[src/rtl/chg_map.vh]
// register offsets, field positions, reset values and timing counts
// for the charger supervision block; definitions only, no logic.
// Summary of operation
// - clock low over 25ms resets bus within 35ms
// - master stretch 10ms, slave stretch 25ms maximum
// - period select 01/10/11 gives 4.8/77/153 s
// - high-impedance below 0.6V, leave above 0.83V
// - cell count decoded from regulator fraction
// - battery present above 19%, removed below 15%
// - no adapter, battery above lockout: pass transistor
// - battery-only start with low power bit set
// - low power bit 0 keeps regulator, allows monitors
// - low range bit 0 adds 1.28V output offset
// - protection mode regulates at minimum system voltage
// - overload cuts charge current, then supplement mode
// - mode select 0 with pin high enables protection; the code also requires no adapter
// - charger fault sets mode select back to 1
// - enable bit forces high-impedance, battery powers system
`ifndef CHG_MAP_VH
`define CHG_MAP_VH

// byte offsets on the register bus
`define CHG_OFS_CTRL      5'h00
`define CHG_OFS_VOUT      5'h04
`define CHG_OFS_IOUT      5'h08
`define CHG_OFS_VSYSMIN   5'h0C
`define CHG_OFS_STATUS    5'h10
`define CHG_OFS_INT_STAT  5'h14
`define CHG_OFS_INT_MASK  5'h18

// control register fields
`define CHG_CTL_LPM       0
`define CHG_CTL_HIZ_EN    1
`define CHG_CTL_MODE_SEL  2
`define CHG_CTL_LOW_RNG   3
`define CHG_CTL_WDT_LO    4
`define CHG_CTL_WDT_HI    5
`define CHG_CTL_MON_LO    6
`define CHG_CTL_MON_HI    9
`define CHG_CTL_RESET     10'h015

// interrupt bits
`define CHG_INT_TOUT      0
`define CHG_INT_WDT       1
`define CHG_INT_BATCHG    2
`define CHG_INT_HIZ       3
`define CHG_INT_VAPFLT    4
`define CHG_INT_W         5

// comparator vector positions of cell_cmp
`define CHG_CMP_76        0
`define CHG_CMP_74        1
`define CHG_CMP_56        2
`define CHG_CMP_54        3
`define CHG_CMP_41        4
`define CHG_CMP_39        5
`define CHG_CMP_19P5      6
`define CHG_CMP_19        7
`define CHG_CMP_15        8

// output offset of 1.28V in 8mV steps
`define CHG_VOUT_OFFSET   12'h0A0

// timing: clock rate and times in ms
`define CHG_CLK_KHZ       32'd20000
`define CHG_TOUT_MS       32'd25
`define CHG_WDT1_MS       32'd4800
`define CHG_WDT2_MS       32'd77000
`define CHG_WDT3_MS       32'd153000

`endif

[src/rtl/chg_supervisor.v]
// charger supervision: bus timeout, watchdog, pin decode, power policy
// assumes Avalon-MM master on clk_sys and analog comparators outside
//
// Local design decisions: register access over Avalon-MM and the address map.
`timescale 1ns/1ps
`include "chg_map.vh"
module chg_supervisor #(
  parameter [6:0]  SMB_ADDR = 7'h2A, // arbitrary bus address
  parameter [31:0] TOUT_CYC = `CHG_TOUT_MS * `CHG_CLK_KHZ,
  parameter [31:0] WDT1_CYC = `CHG_WDT1_MS * `CHG_CLK_KHZ,
  parameter [31:0] WDT2_CYC = `CHG_WDT2_MS * `CHG_CLK_KHZ,
  parameter [31:0] WDT3_CYC = `CHG_WDT3_MS * `CHG_CLK_KHZ
) (
  input  wire        clk_sys,
  input  wire        resetn,
  input  wire [4:0]  address,
  input  wire        read,
  input  wire        write,
  input  wire [3:0]  byteenable,
  input  wire [31:0] writedata,
  output reg  [31:0] readdata,
  output reg         waitrequest,
  output reg         irq,
  input  wire        scl_in,
  input  wire        sda_in,
  output reg         sda_out,
  output reg         sda_oe,
  input  wire        boost_output_enable_pin,
  input  wire        hiz_pin_below_low,
  input  wire        hiz_pin_above_high,
  input  wire [8:0]  cell_cmp,
  input  wire        adapter_present,
  input  wire        bat_above_uvlo,
  input  wire        charger_fault,
  input  wire        input_overload,
  input  wire        charge_current_zero,
  output reg         battery_pass_transistor,
  output reg         internal_regulator_output,
  output reg         hiz_mode,
  output reg         vap_active,
  output reg         supplement_mode,
  output reg         charge_current_reduce,
  output reg         minimum_system_voltage_loop,
  output reg  [11:0] vap_dac_code,
  output reg  [11:0] sys_setpoint,
  output reg  [3:0]  monitor_enable
);

  // bus slave states
  localparam [2:0] S_IDLE = 3'h0;
  localparam [2:0] S_ADDR = 3'h1;
  localparam [2:0] S_DATA = 3'h2;
  localparam [2:0] S_AWAIT = 3'h3;
  localparam [2:0] S_ACK = 3'h4;

  // byte-lane merge for narrow registers
  function [31:0] merge;
    input [31:0] old;
    input [31:0] wd;
    input [3:0]  be;
    reg   [31:0] m;
    begin
      m = {{8{be[3]}}, {8{be[2]}}, {8{be[1]}}, {8{be[0]}}};
      merge = (old & ~m) | (wd & m);
    end
  endfunction

  // watchdog length from the period select code
  function [31:0] wdt_limit;
    input [1:0] sel;
    begin
      case (sel)
        2'b01:   wdt_limit = WDT1_CYC;
        2'b10:   wdt_limit = WDT2_CYC;
        2'b11:   wdt_limit = WDT3_CYC;
        default: wdt_limit = 32'h0000_0000;
      endcase
    end
  endfunction

  wire [18:0] raw_in;
  wire [18:0] syn;
  assign raw_in = {charge_current_zero, input_overload, charger_fault,
                   bat_above_uvlo, adapter_present, cell_cmp,
                   hiz_pin_above_high, hiz_pin_below_low,
                   boost_output_enable_pin, sda_in, scl_in};

  chg_sync #(.W(19)) u_sync (
    .clk_sys  (clk_sys),
    .resetn   (resetn),
    .async_in (raw_in),
    .sync_out (syn)
  );

  wire       scl_s    = syn[0];
  wire       sda_s    = syn[1];
  wire       vap_pin  = syn[2];
  wire       hiz_low  = syn[3];
  wire       hiz_high = syn[4];
  wire [8:0] cmp      = syn[13:5];
  wire       adp      = syn[14];
  wire       uvlo_ok  = syn[15];
  wire       fault    = syn[16];
  wire       ovl      = syn[17];
  wire       chg_zero = syn[18];

  reg [9:0]  ctrl;
  reg [11:0] vout;
  reg [6:0]  iout;
  reg [11:0] vsysmin;
  reg [`CHG_INT_W-1:0] int_stat;
  reg [`CHG_INT_W-1:0] int_mask;
  reg [2:0]  state;
  reg [3:0]  bitcnt;
  reg [7:0]  shreg;
  reg        is_data;
  reg        scl_d;
  reg        sda_d;
  reg [31:0] low_cnt;
  reg [31:0] wdt_cnt;
  reg        hiz_pin;
  reg        bat_present;
  reg [2:0]  cell_count;
  reg        wr_kick;
  reg        tout_ev;
  reg        hiz_d;

  wire        acc      = (read | write) & ~waitrequest;
  wire        wr_acc   = write & ~waitrequest;
  wire        rd_int   = read & ~waitrequest &
                         (address == `CHG_OFS_INT_STAT);
  wire        scl_rise = scl_s & ~scl_d;
  wire        scl_fall = ~scl_s & scl_d;
  wire        start_c  = scl_s & scl_d & sda_d & ~sda_s;
  wire        stop_c   = scl_s & scl_d & ~sda_d & sda_s;
  wire [1:0]  wdt_sel  = ctrl[`CHG_CTL_WDT_HI:`CHG_CTL_WDT_LO];
  wire [31:0] wdt_lim  = wdt_limit(wdt_sel);
  wire        wdt_ev   = (wdt_sel != 2'b00) &&
                         (wdt_cnt >= wdt_lim - 32'd1);
  wire        vap_on   = vap_pin & ~ctrl[`CHG_CTL_MODE_SEL] & ~adp;
  wire        next_hiz = hiz_pin | ctrl[`CHG_CTL_HIZ_EN];
  reg  [31:0] rd_mux;
  reg  [2:0]  next_cells;
  reg  [`CHG_INT_W-1:0] ev;
  // write word merged with the old value, which rd_mux holds zero-padded
  wire [31:0] wr_mrg   = merge(rd_mux, writedata, byteenable);

  // bus handshake: one wait cycle, answer on the second edge
  always @(posedge clk_sys or negedge resetn) begin
    if (!resetn) begin
      waitrequest <= 1'b1;
      readdata    <= 32'h0000_0000;
    end else begin
      waitrequest <= ~((read | write) & waitrequest);
      if (read & waitrequest)
        readdata <= rd_mux;
    end
  end

  // read decode; unmapped offsets read zero
  always @* begin
    case (address)
      `CHG_OFS_CTRL:     rd_mux = {22'h0, ctrl};
      `CHG_OFS_VOUT:     rd_mux = {20'h0, vout};
      `CHG_OFS_IOUT:     rd_mux = {25'h0, iout};
      `CHG_OFS_VSYSMIN:  rd_mux = {20'h0, vsysmin};
      `CHG_OFS_STATUS:   rd_mux = {22'h0, state != S_IDLE,
                                   supplement_mode,
                                   internal_regulator_output,
                                   battery_pass_transistor, vap_active,
                                   hiz_mode, bat_present, cell_count};
      `CHG_OFS_INT_STAT: rd_mux = {27'h0, int_stat};
      `CHG_OFS_INT_MASK: rd_mux = {27'h0, int_mask};
      default:           rd_mux = 32'h0000_0000;
    endcase
  end

  // register writes; a fault forces mode select back over software
  always @(posedge clk_sys or negedge resetn) begin
    if (!resetn) begin
      ctrl     <= `CHG_CTL_RESET;
      vout     <= 12'h000;
      iout     <= 7'h00;
      vsysmin  <= 12'h000;
      int_mask <= {`CHG_INT_W{1'b0}};
    end else begin
      if (wr_acc) begin
        case (address)
          `CHG_OFS_CTRL:     ctrl     <= wr_mrg[9:0];
          `CHG_OFS_VOUT:     vout     <= wr_mrg[11:0];
          `CHG_OFS_IOUT:     iout     <= wr_mrg[6:0];
          `CHG_OFS_VSYSMIN:  vsysmin  <= wr_mrg[11:0];
          `CHG_OFS_INT_MASK: int_mask <= wr_mrg[`CHG_INT_W-1:0];
          default: ;
        endcase
      end
      if (fault)
        ctrl[`CHG_CTL_MODE_SEL] <= 1'b1;
    end
  end

  // sticky events; a set in the clearing read cycle survives
  always @* begin
    ev = {`CHG_INT_W{1'b0}};
    ev[`CHG_INT_TOUT]   = tout_ev;
    ev[`CHG_INT_WDT]    = wdt_ev;
    ev[`CHG_INT_BATCHG] = (cmp[`CHG_CMP_19] & ~bat_present) |
                          (cmp[`CHG_CMP_15] & bat_present);
    ev[`CHG_INT_HIZ]    = next_hiz & ~hiz_d;
    ev[`CHG_INT_VAPFLT] = fault & vap_active;
  end

  always @(posedge clk_sys or negedge resetn) begin
    if (!resetn) begin
      int_stat <= {`CHG_INT_W{1'b0}};
      irq      <= 1'b0;
      hiz_d    <= 1'b0;
    end else begin
      // clear only what the read returned; later sets stay pending
      int_stat <= (rd_int ? int_stat & ~readdata[`CHG_INT_W-1:0] :
                   int_stat) | ev;
      irq      <= |(int_stat & int_mask);
      hiz_d    <= next_hiz;
    end
  end

  // bus slave on sampled pins; we never hold the clock line low
  always @(posedge clk_sys or negedge resetn) begin
    if (!resetn) begin
      scl_d   <= 1'b1;
      sda_d   <= 1'b1;
      state   <= S_IDLE;
      bitcnt  <= 4'h0;
      shreg   <= 8'h00;
      is_data <= 1'b0;
      sda_out <= 1'b0;
      sda_oe  <= 1'b0;
      low_cnt <= 32'h0000_0000;
      tout_ev <= 1'b0;
      wr_kick <= 1'b0;
    end else begin
      scl_d   <= scl_s;
      sda_d   <= sda_s;
      sda_out <= 1'b0;
      tout_ev <= 1'b0;
      wr_kick <= 1'b0;
      // clock low supervision, cleared whenever the clock is high
      if (scl_s)
        low_cnt <= 32'h0000_0000;
      else if (low_cnt != TOUT_CYC)
        low_cnt <= low_cnt + 32'd1;
      if (!scl_s && low_cnt == TOUT_CYC - 32'd1) begin
        tout_ev <= 1'b1;
        sda_oe  <= 1'b0;
        state   <= S_IDLE;
      end else if (start_c) begin
        state  <= S_ADDR;
        bitcnt <= 4'h0;
        sda_oe <= 1'b0;
      end else if (stop_c) begin
        state  <= S_IDLE;
        sda_oe <= 1'b0;
      end else begin
        case (state)
          S_ADDR, S_DATA: begin
            if (scl_rise) begin
              shreg  <= {shreg[6:0], sda_s};
              bitcnt <= bitcnt + 4'h1;
              if (bitcnt == 4'h7) begin
                is_data <= (state == S_DATA);
                if (state == S_DATA ||
                    {shreg[6:0], sda_s} == {SMB_ADDR, 1'b0})
                  state <= S_AWAIT;
                else
                  state <= S_IDLE; // reads and other addresses
              end
            end
          end
          S_AWAIT: begin
            if (scl_fall) begin
              sda_oe <= 1'b1;
              state  <= S_ACK;
            end
          end
          S_ACK: begin
            if (scl_fall) begin
              sda_oe  <= 1'b0;
              state   <= S_DATA;
              bitcnt  <= 4'h0;
              wr_kick <= is_data;
            end
          end
          default: state <= S_IDLE;
        endcase
      end
    end
  end

  // watchdog; code 00 holds the count at zero
  always @(posedge clk_sys or negedge resetn) begin
    if (!resetn)
      wdt_cnt <= 32'h0000_0000;
    else if (wdt_sel == 2'b00 || wr_kick || wdt_ev)
      wdt_cnt <= 32'h0000_0000;
    else
      wdt_cnt <= wdt_cnt + 32'd1;
  end

  // cell window decode; readings in a gap keep the last count
  always @* begin
    if (cmp[`CHG_CMP_76])
      next_cells = 3'd4;
    else if (cmp[`CHG_CMP_56] && !cmp[`CHG_CMP_74])
      next_cells = 3'd3;
    else if (cmp[`CHG_CMP_41] && !cmp[`CHG_CMP_54])
      next_cells = 3'd2;
    else if (cmp[`CHG_CMP_19P5] && !cmp[`CHG_CMP_39])
      next_cells = 3'd1;
    else
      next_cells = cell_count;
  end

  // hysteresis latches for the two analog pins
  always @(posedge clk_sys or negedge resetn) begin
    if (!resetn) begin
      hiz_pin     <= 1'b0;
      bat_present <= 1'b0;
      cell_count  <= 3'd0;
    end else begin
      if (hiz_low)
        hiz_pin <= 1'b1;
      else if (hiz_high)
        hiz_pin <= 1'b0;
      if (cmp[`CHG_CMP_19])
        bat_present <= 1'b1;
      else if (cmp[`CHG_CMP_15])
        bat_present <= 1'b0;
      cell_count <= next_cells;
    end
  end

  // power path policy, all outputs registered
  always @(posedge clk_sys or negedge resetn) begin
    if (!resetn) begin
      battery_pass_transistor     <= 1'b0;
      internal_regulator_output   <= 1'b0;
      hiz_mode                    <= 1'b0;
      vap_active                  <= 1'b0;
      supplement_mode             <= 1'b0;
      charge_current_reduce       <= 1'b0;
      minimum_system_voltage_loop <= 1'b0;
      vap_dac_code                <= 12'h000;
      sys_setpoint                <= 12'h000;
      monitor_enable              <= 4'h0;
    end else begin
      hiz_mode <= next_hiz;
      // battery feeds the system alone, in hiz, or in supplement
      battery_pass_transistor <= (~adp & uvlo_ok) |
                                 next_hiz | (ovl & chg_zero);
      // regulator stays on in performance mode and in hiz
      internal_regulator_output <= ~ctrl[`CHG_CTL_LPM] |
                                   next_hiz | adp;
      // monitors only honoured in performance mode
      monitor_enable <= ctrl[`CHG_CTL_LPM] ? 4'h0 :
                        ctrl[`CHG_CTL_MON_HI:`CHG_CTL_MON_LO];
      vap_active <= vap_on & ~fault;
      charge_current_reduce <= ovl;
      supplement_mode <= ovl & chg_zero;
      minimum_system_voltage_loop <= vap_on & ~fault;
      sys_setpoint <= vsysmin;
      // offset only in the high range; the host orders the setup
      vap_dac_code <= ctrl[`CHG_CTL_LOW_RNG] ? vout :
                      vout + `CHG_VOUT_OFFSET;
    end
  end

endmodule

[src/rtl/chg_sync.v]
// two-stage synchroniser bank for pins and analog comparator outputs
// assumes inputs are asynchronous to clk_sys
`timescale 1ns/1ps
module chg_sync #(
  parameter W = 1
) (
  input  wire         clk_sys,
  input  wire         resetn,
  input  wire [W-1:0] async_in,
  output reg  [W-1:0] sync_out
);

  reg [W-1:0] meta;

  // first stage is read only by the second stage
  always @(posedge clk_sys or negedge resetn) begin
    if (!resetn) begin
      meta     <= {W{1'b0}};
      sync_out <= {W{1'b0}};
    end else begin
      meta     <= async_in;
      sync_out <= meta;
    end
  end

endmodule

[config.mk]
export PLATFORM = sky130hd
export DESIGN_NAME = chg_supervisor
export DESIGN_NICKNAME = d
export VERILOG_FILES = /design/src/rtl/chg_supervisor.v /design/src/rtl/chg_sync.v
export VERILOG_INCLUDE_DIRS = /design/src /design/src/rtl
export SDC_FILE = /design/constraint.sdc
export NUM_CORES = 1
export LEC_CHECK = 0
export ABC_CLOCK_PERIOD_IN_PS = 2950
export BUFFER_PORTS_ARGS = -buffer_cell sky130_fd_sc_hd__buf_2
export CAP_MARGIN = 40
export CORE_ASPECT_RATIO = 1.4
export CORE_UTILIZATION = 55
export CTS_BUF_LIST = sky130_fd_sc_hd__clkbuf_8
export CTS_CLUSTER_DIAMETER = 50
export DETAILED_ROUTE_END_ITERATION = 16
export GPL_TIMING_DRIVEN = 1
export HOLD_SLACK_MARGIN = 0.05
export MAX_ROUTING_LAYER = met4
export PLACE_DENSITY_LB_ADDON = 0.08
export SKIP_LAST_GASP = 1
export SLEW_MARGIN = 0
export SYNTH_ARGS = -nofsm -noshare
export SYNTH_HDL_FRONTEND = slang
export SYNTH_HIERARCHICAL = 1
export SYNTH_SLANG_ARGS = --single-unit
[constraint.sdc]
create_clock -name clk_sys -period 2.95 [get_ports clk_sys]
set_input_delay 0.1475 -clock clk_sys [delete_from_list [all_inputs] [get_ports clk_sys]]
set_output_delay 0.1475 -clock clk_sys [all_outputs]
set_load 0.02 [all_outputs]
==> metrics.txt <==
Slew Viols, Final 0; post-synthesis sequential area ratio 54.52%; post-synthesis area per instance 10.59 um2; diode count 0; 1st-pass router iterations 6; Num Clock Sinks 226; total I/O pin count 135; max_slew headroom 47.01%; initial core utilization 56.05%; CTS Buf Count 36; vias per std cell 5.514; setup TNS 0 ns; max cap viols 0; CTS tree done; WS Path Type flip-flop to flip-flop; row cnt 59; status finished clean; Lkg Pwr 5.608 nW; CP Data Arrival Time 3.10 ns; Worst Path Max Fanout 20; pre-CTS setup slack 0.1929 ns; Avg WL per Cell 16.46 um; clock power share 35.4%; met1 usage 30.75%; count of final hold-check violations 0; Period Utilization, post-route 91.11%; final setup margin 0.2622 ns; Layout area overhead 16.06%; nets 1225; Ys Warns 6; Hold Path Class input port to flip-flop; nature of the critical path endpoint flip-flop; Cell Area, Placed 11090 um2; clock-pin slew on the worst setup and hold paths 0.06 ns; Final HPWL DP 16010 um; Pwr Total 7.106 mW; Pint 5.065 mW; first-pass GRT wire length 37370 um; asr flop ratio synth 100.0%; Port Buffer Count 91; Synth Instances 981; Root Driver clkbuf_8; crit start category flip-flop; DRC 0; Die Y-Extent 164.6 um; H-tree levels 2; top_reg_cell synth dfrtp_1; final WL 22920 um; chip width 118.1 um; part of the power in combinational logic 13.9%; CP required 3.36 ns; Core ar. 18530 um2; final hold slack 0.06470 ns; Post-Synthesis Cell Area 10390 um2; busiest grt layer met2; Sw Ratio 28.72%; Max IR drop VDD 0.4086 mV; initial antenna violation count 0; vias post-DR 7675; most common cell after layout, fill and taps aside dfrtp_1; min cycle time layout 2.688 ns; RSZ-0062 raised after global routing false; overflow left after global routing 0; Die ar. 19450 um2; Seq pwr share 50.6%; Clock Path Buffers 3; sw power 2.041 mW; fin area 12050 um2; Peak Freq 0.3721 GHz; Final setup viols 0; number of synthesized flops with an enable pin 0; Routed Antenna Nets 0; Global Route met2 Usage 41.28%; synth unique cells 69; clock skew 0.01006 ns; worst slew pin tran 0.7930 ns; commonest cells after routing, fill and taps aside dfrtp_1, nand2_1, buf_2, nor2_1, o21ai_0; Seq cells post-synth 226; vias in the first global route 7359; met3 usage 4.178%; clock latency on the worst-skew pair 0.53 ns; pin count of the biggest net entering global routing 94; DR iter-0 viols 413; fraction of layout cells with a size suffix above 1 17.68%; Tot GR Track Use 24.99%; Pwr Density 589.5 nW/um2; Placer Congestion 0.8966
## path summary, 6_finish.rpt
path                            startpoint             endpoint  slack, ns  cells after the start
min reg2reg                u_sync/meta[10]  u_sync/sync_out[10]       0.34                      0
max                                ctrl[4]          wdt_cnt[10]       0.26                      9
max in group asynchronous           resetn                scl_d       1.87                      3
max reg2reg                        ctrl[4]          wdt_cnt[10]       0.26                      9
min                           writedata[1]              vout[1]       0.06                      4
min in group asynchronous           resetn          wdt_cnt[24]       0.22                      2
## state kept, by name (all words and copies together) (netlist names), 12 cells and up
register,cells
u_sync/meta,19
u_sync/sync_out,19
sys_setpoint,12
low_cnt,32
readdata,12
vap_dac_code,12
wdt_cnt,32
vout,12
vsysmin,12
## cells by family (layout without fill, tap and decap cells)
family	Yosys count	in the layout	synth area share, %
mux	20	20	2.108
fa+ha+maj	37	37	4.457
flops	226	226	54.52
simple gates	387	387	19.32
other cells	1	21	0.03611
compound gates	163	163	10.34
buf+inv	87	234	4.156
xor+xnor	60	60	5.060
## cells in the mapped netlist, types with 15 or more instances
library cell / instances / area (um2)
xnor2_1: 35 / 306.5
a21oi_1: 32 / 160.2
nor4_1: 26 / 162.7
buf_4: 22 / 165.2
nand4_1: 23 / 143.9
nand2_1: 103 / 386.6
ha_1: 37 / 462.9
xor2_1: 25 / 219.0
nor2_1: 80 / 300.3
nand3_1: 43 / 215.2
and3_1: 16 / 100.1
o21ai_0: 59 / 295.3
inv_1: 31 / 116.4
clkbuf_1: 26 / 97.59
dfrtp_1: 220 / 5505
mux2_2: 15 / 168.9
## power groups by stage
stage	Clock (mW)	Combinational [mW]	Sequential [mW]
after global placement	0	0.945	3.64
after detailed placement	0	0.965	3.65
after floorplan	0	0.595	3.66
final	2.52	0.988	3.60
after CTS	2.61	1.00	3.60
after global routing	2.75	1.12	3.63
## cell type report
class / count / area [um2]
sequential: 226 / 5663
fill: 1493 / 6475
inverter: 31 / 116.4
clock inverter: 20 / 98.84
clock buffer: 42 / 578.1
timing repair buffer: 141 / 925.9
multi-input combinational: 688 / 4367
tap: 244 / 305.3
## through the flow
stage                     instances  util, %
after floorplan                1001        -
after global placement         1301    59.84
after detailed placement       1301    59.84
after CTS                      1392    65.05
after global routing           1392    65.05
final                          1392    65.05
## worst max-delay path, cell delays in order, from the launching register on
cell and delay (ns):
dfstp_2 0.53, inv_1 0.08, ha_1 0.39, ha_1 0.35, nand4_1 0.16, nor4_1 0.36
o311ai_1 0.18, nand4_1 0.16, buf_4 0.27, nor2_1 0.08
## what timing repair did
item                                   CTS  global route
endpoints found under the hold margin  124             0
setup endpoints to repair                0             6
buffers inserted                         0             0
hold buffers                            29             0
gates resized for setup                  0             1
## metal layers
metal  up-vias  wire length (um)  part of all wire, %
met5         -                 0                    0
met4         0               648                  2.8
met3        53              1023                  4.5
met2       191             11380                   50
met1      3696              9863                   43
li1       3735                 -                    -
Power figures use the tool's default switching activity.
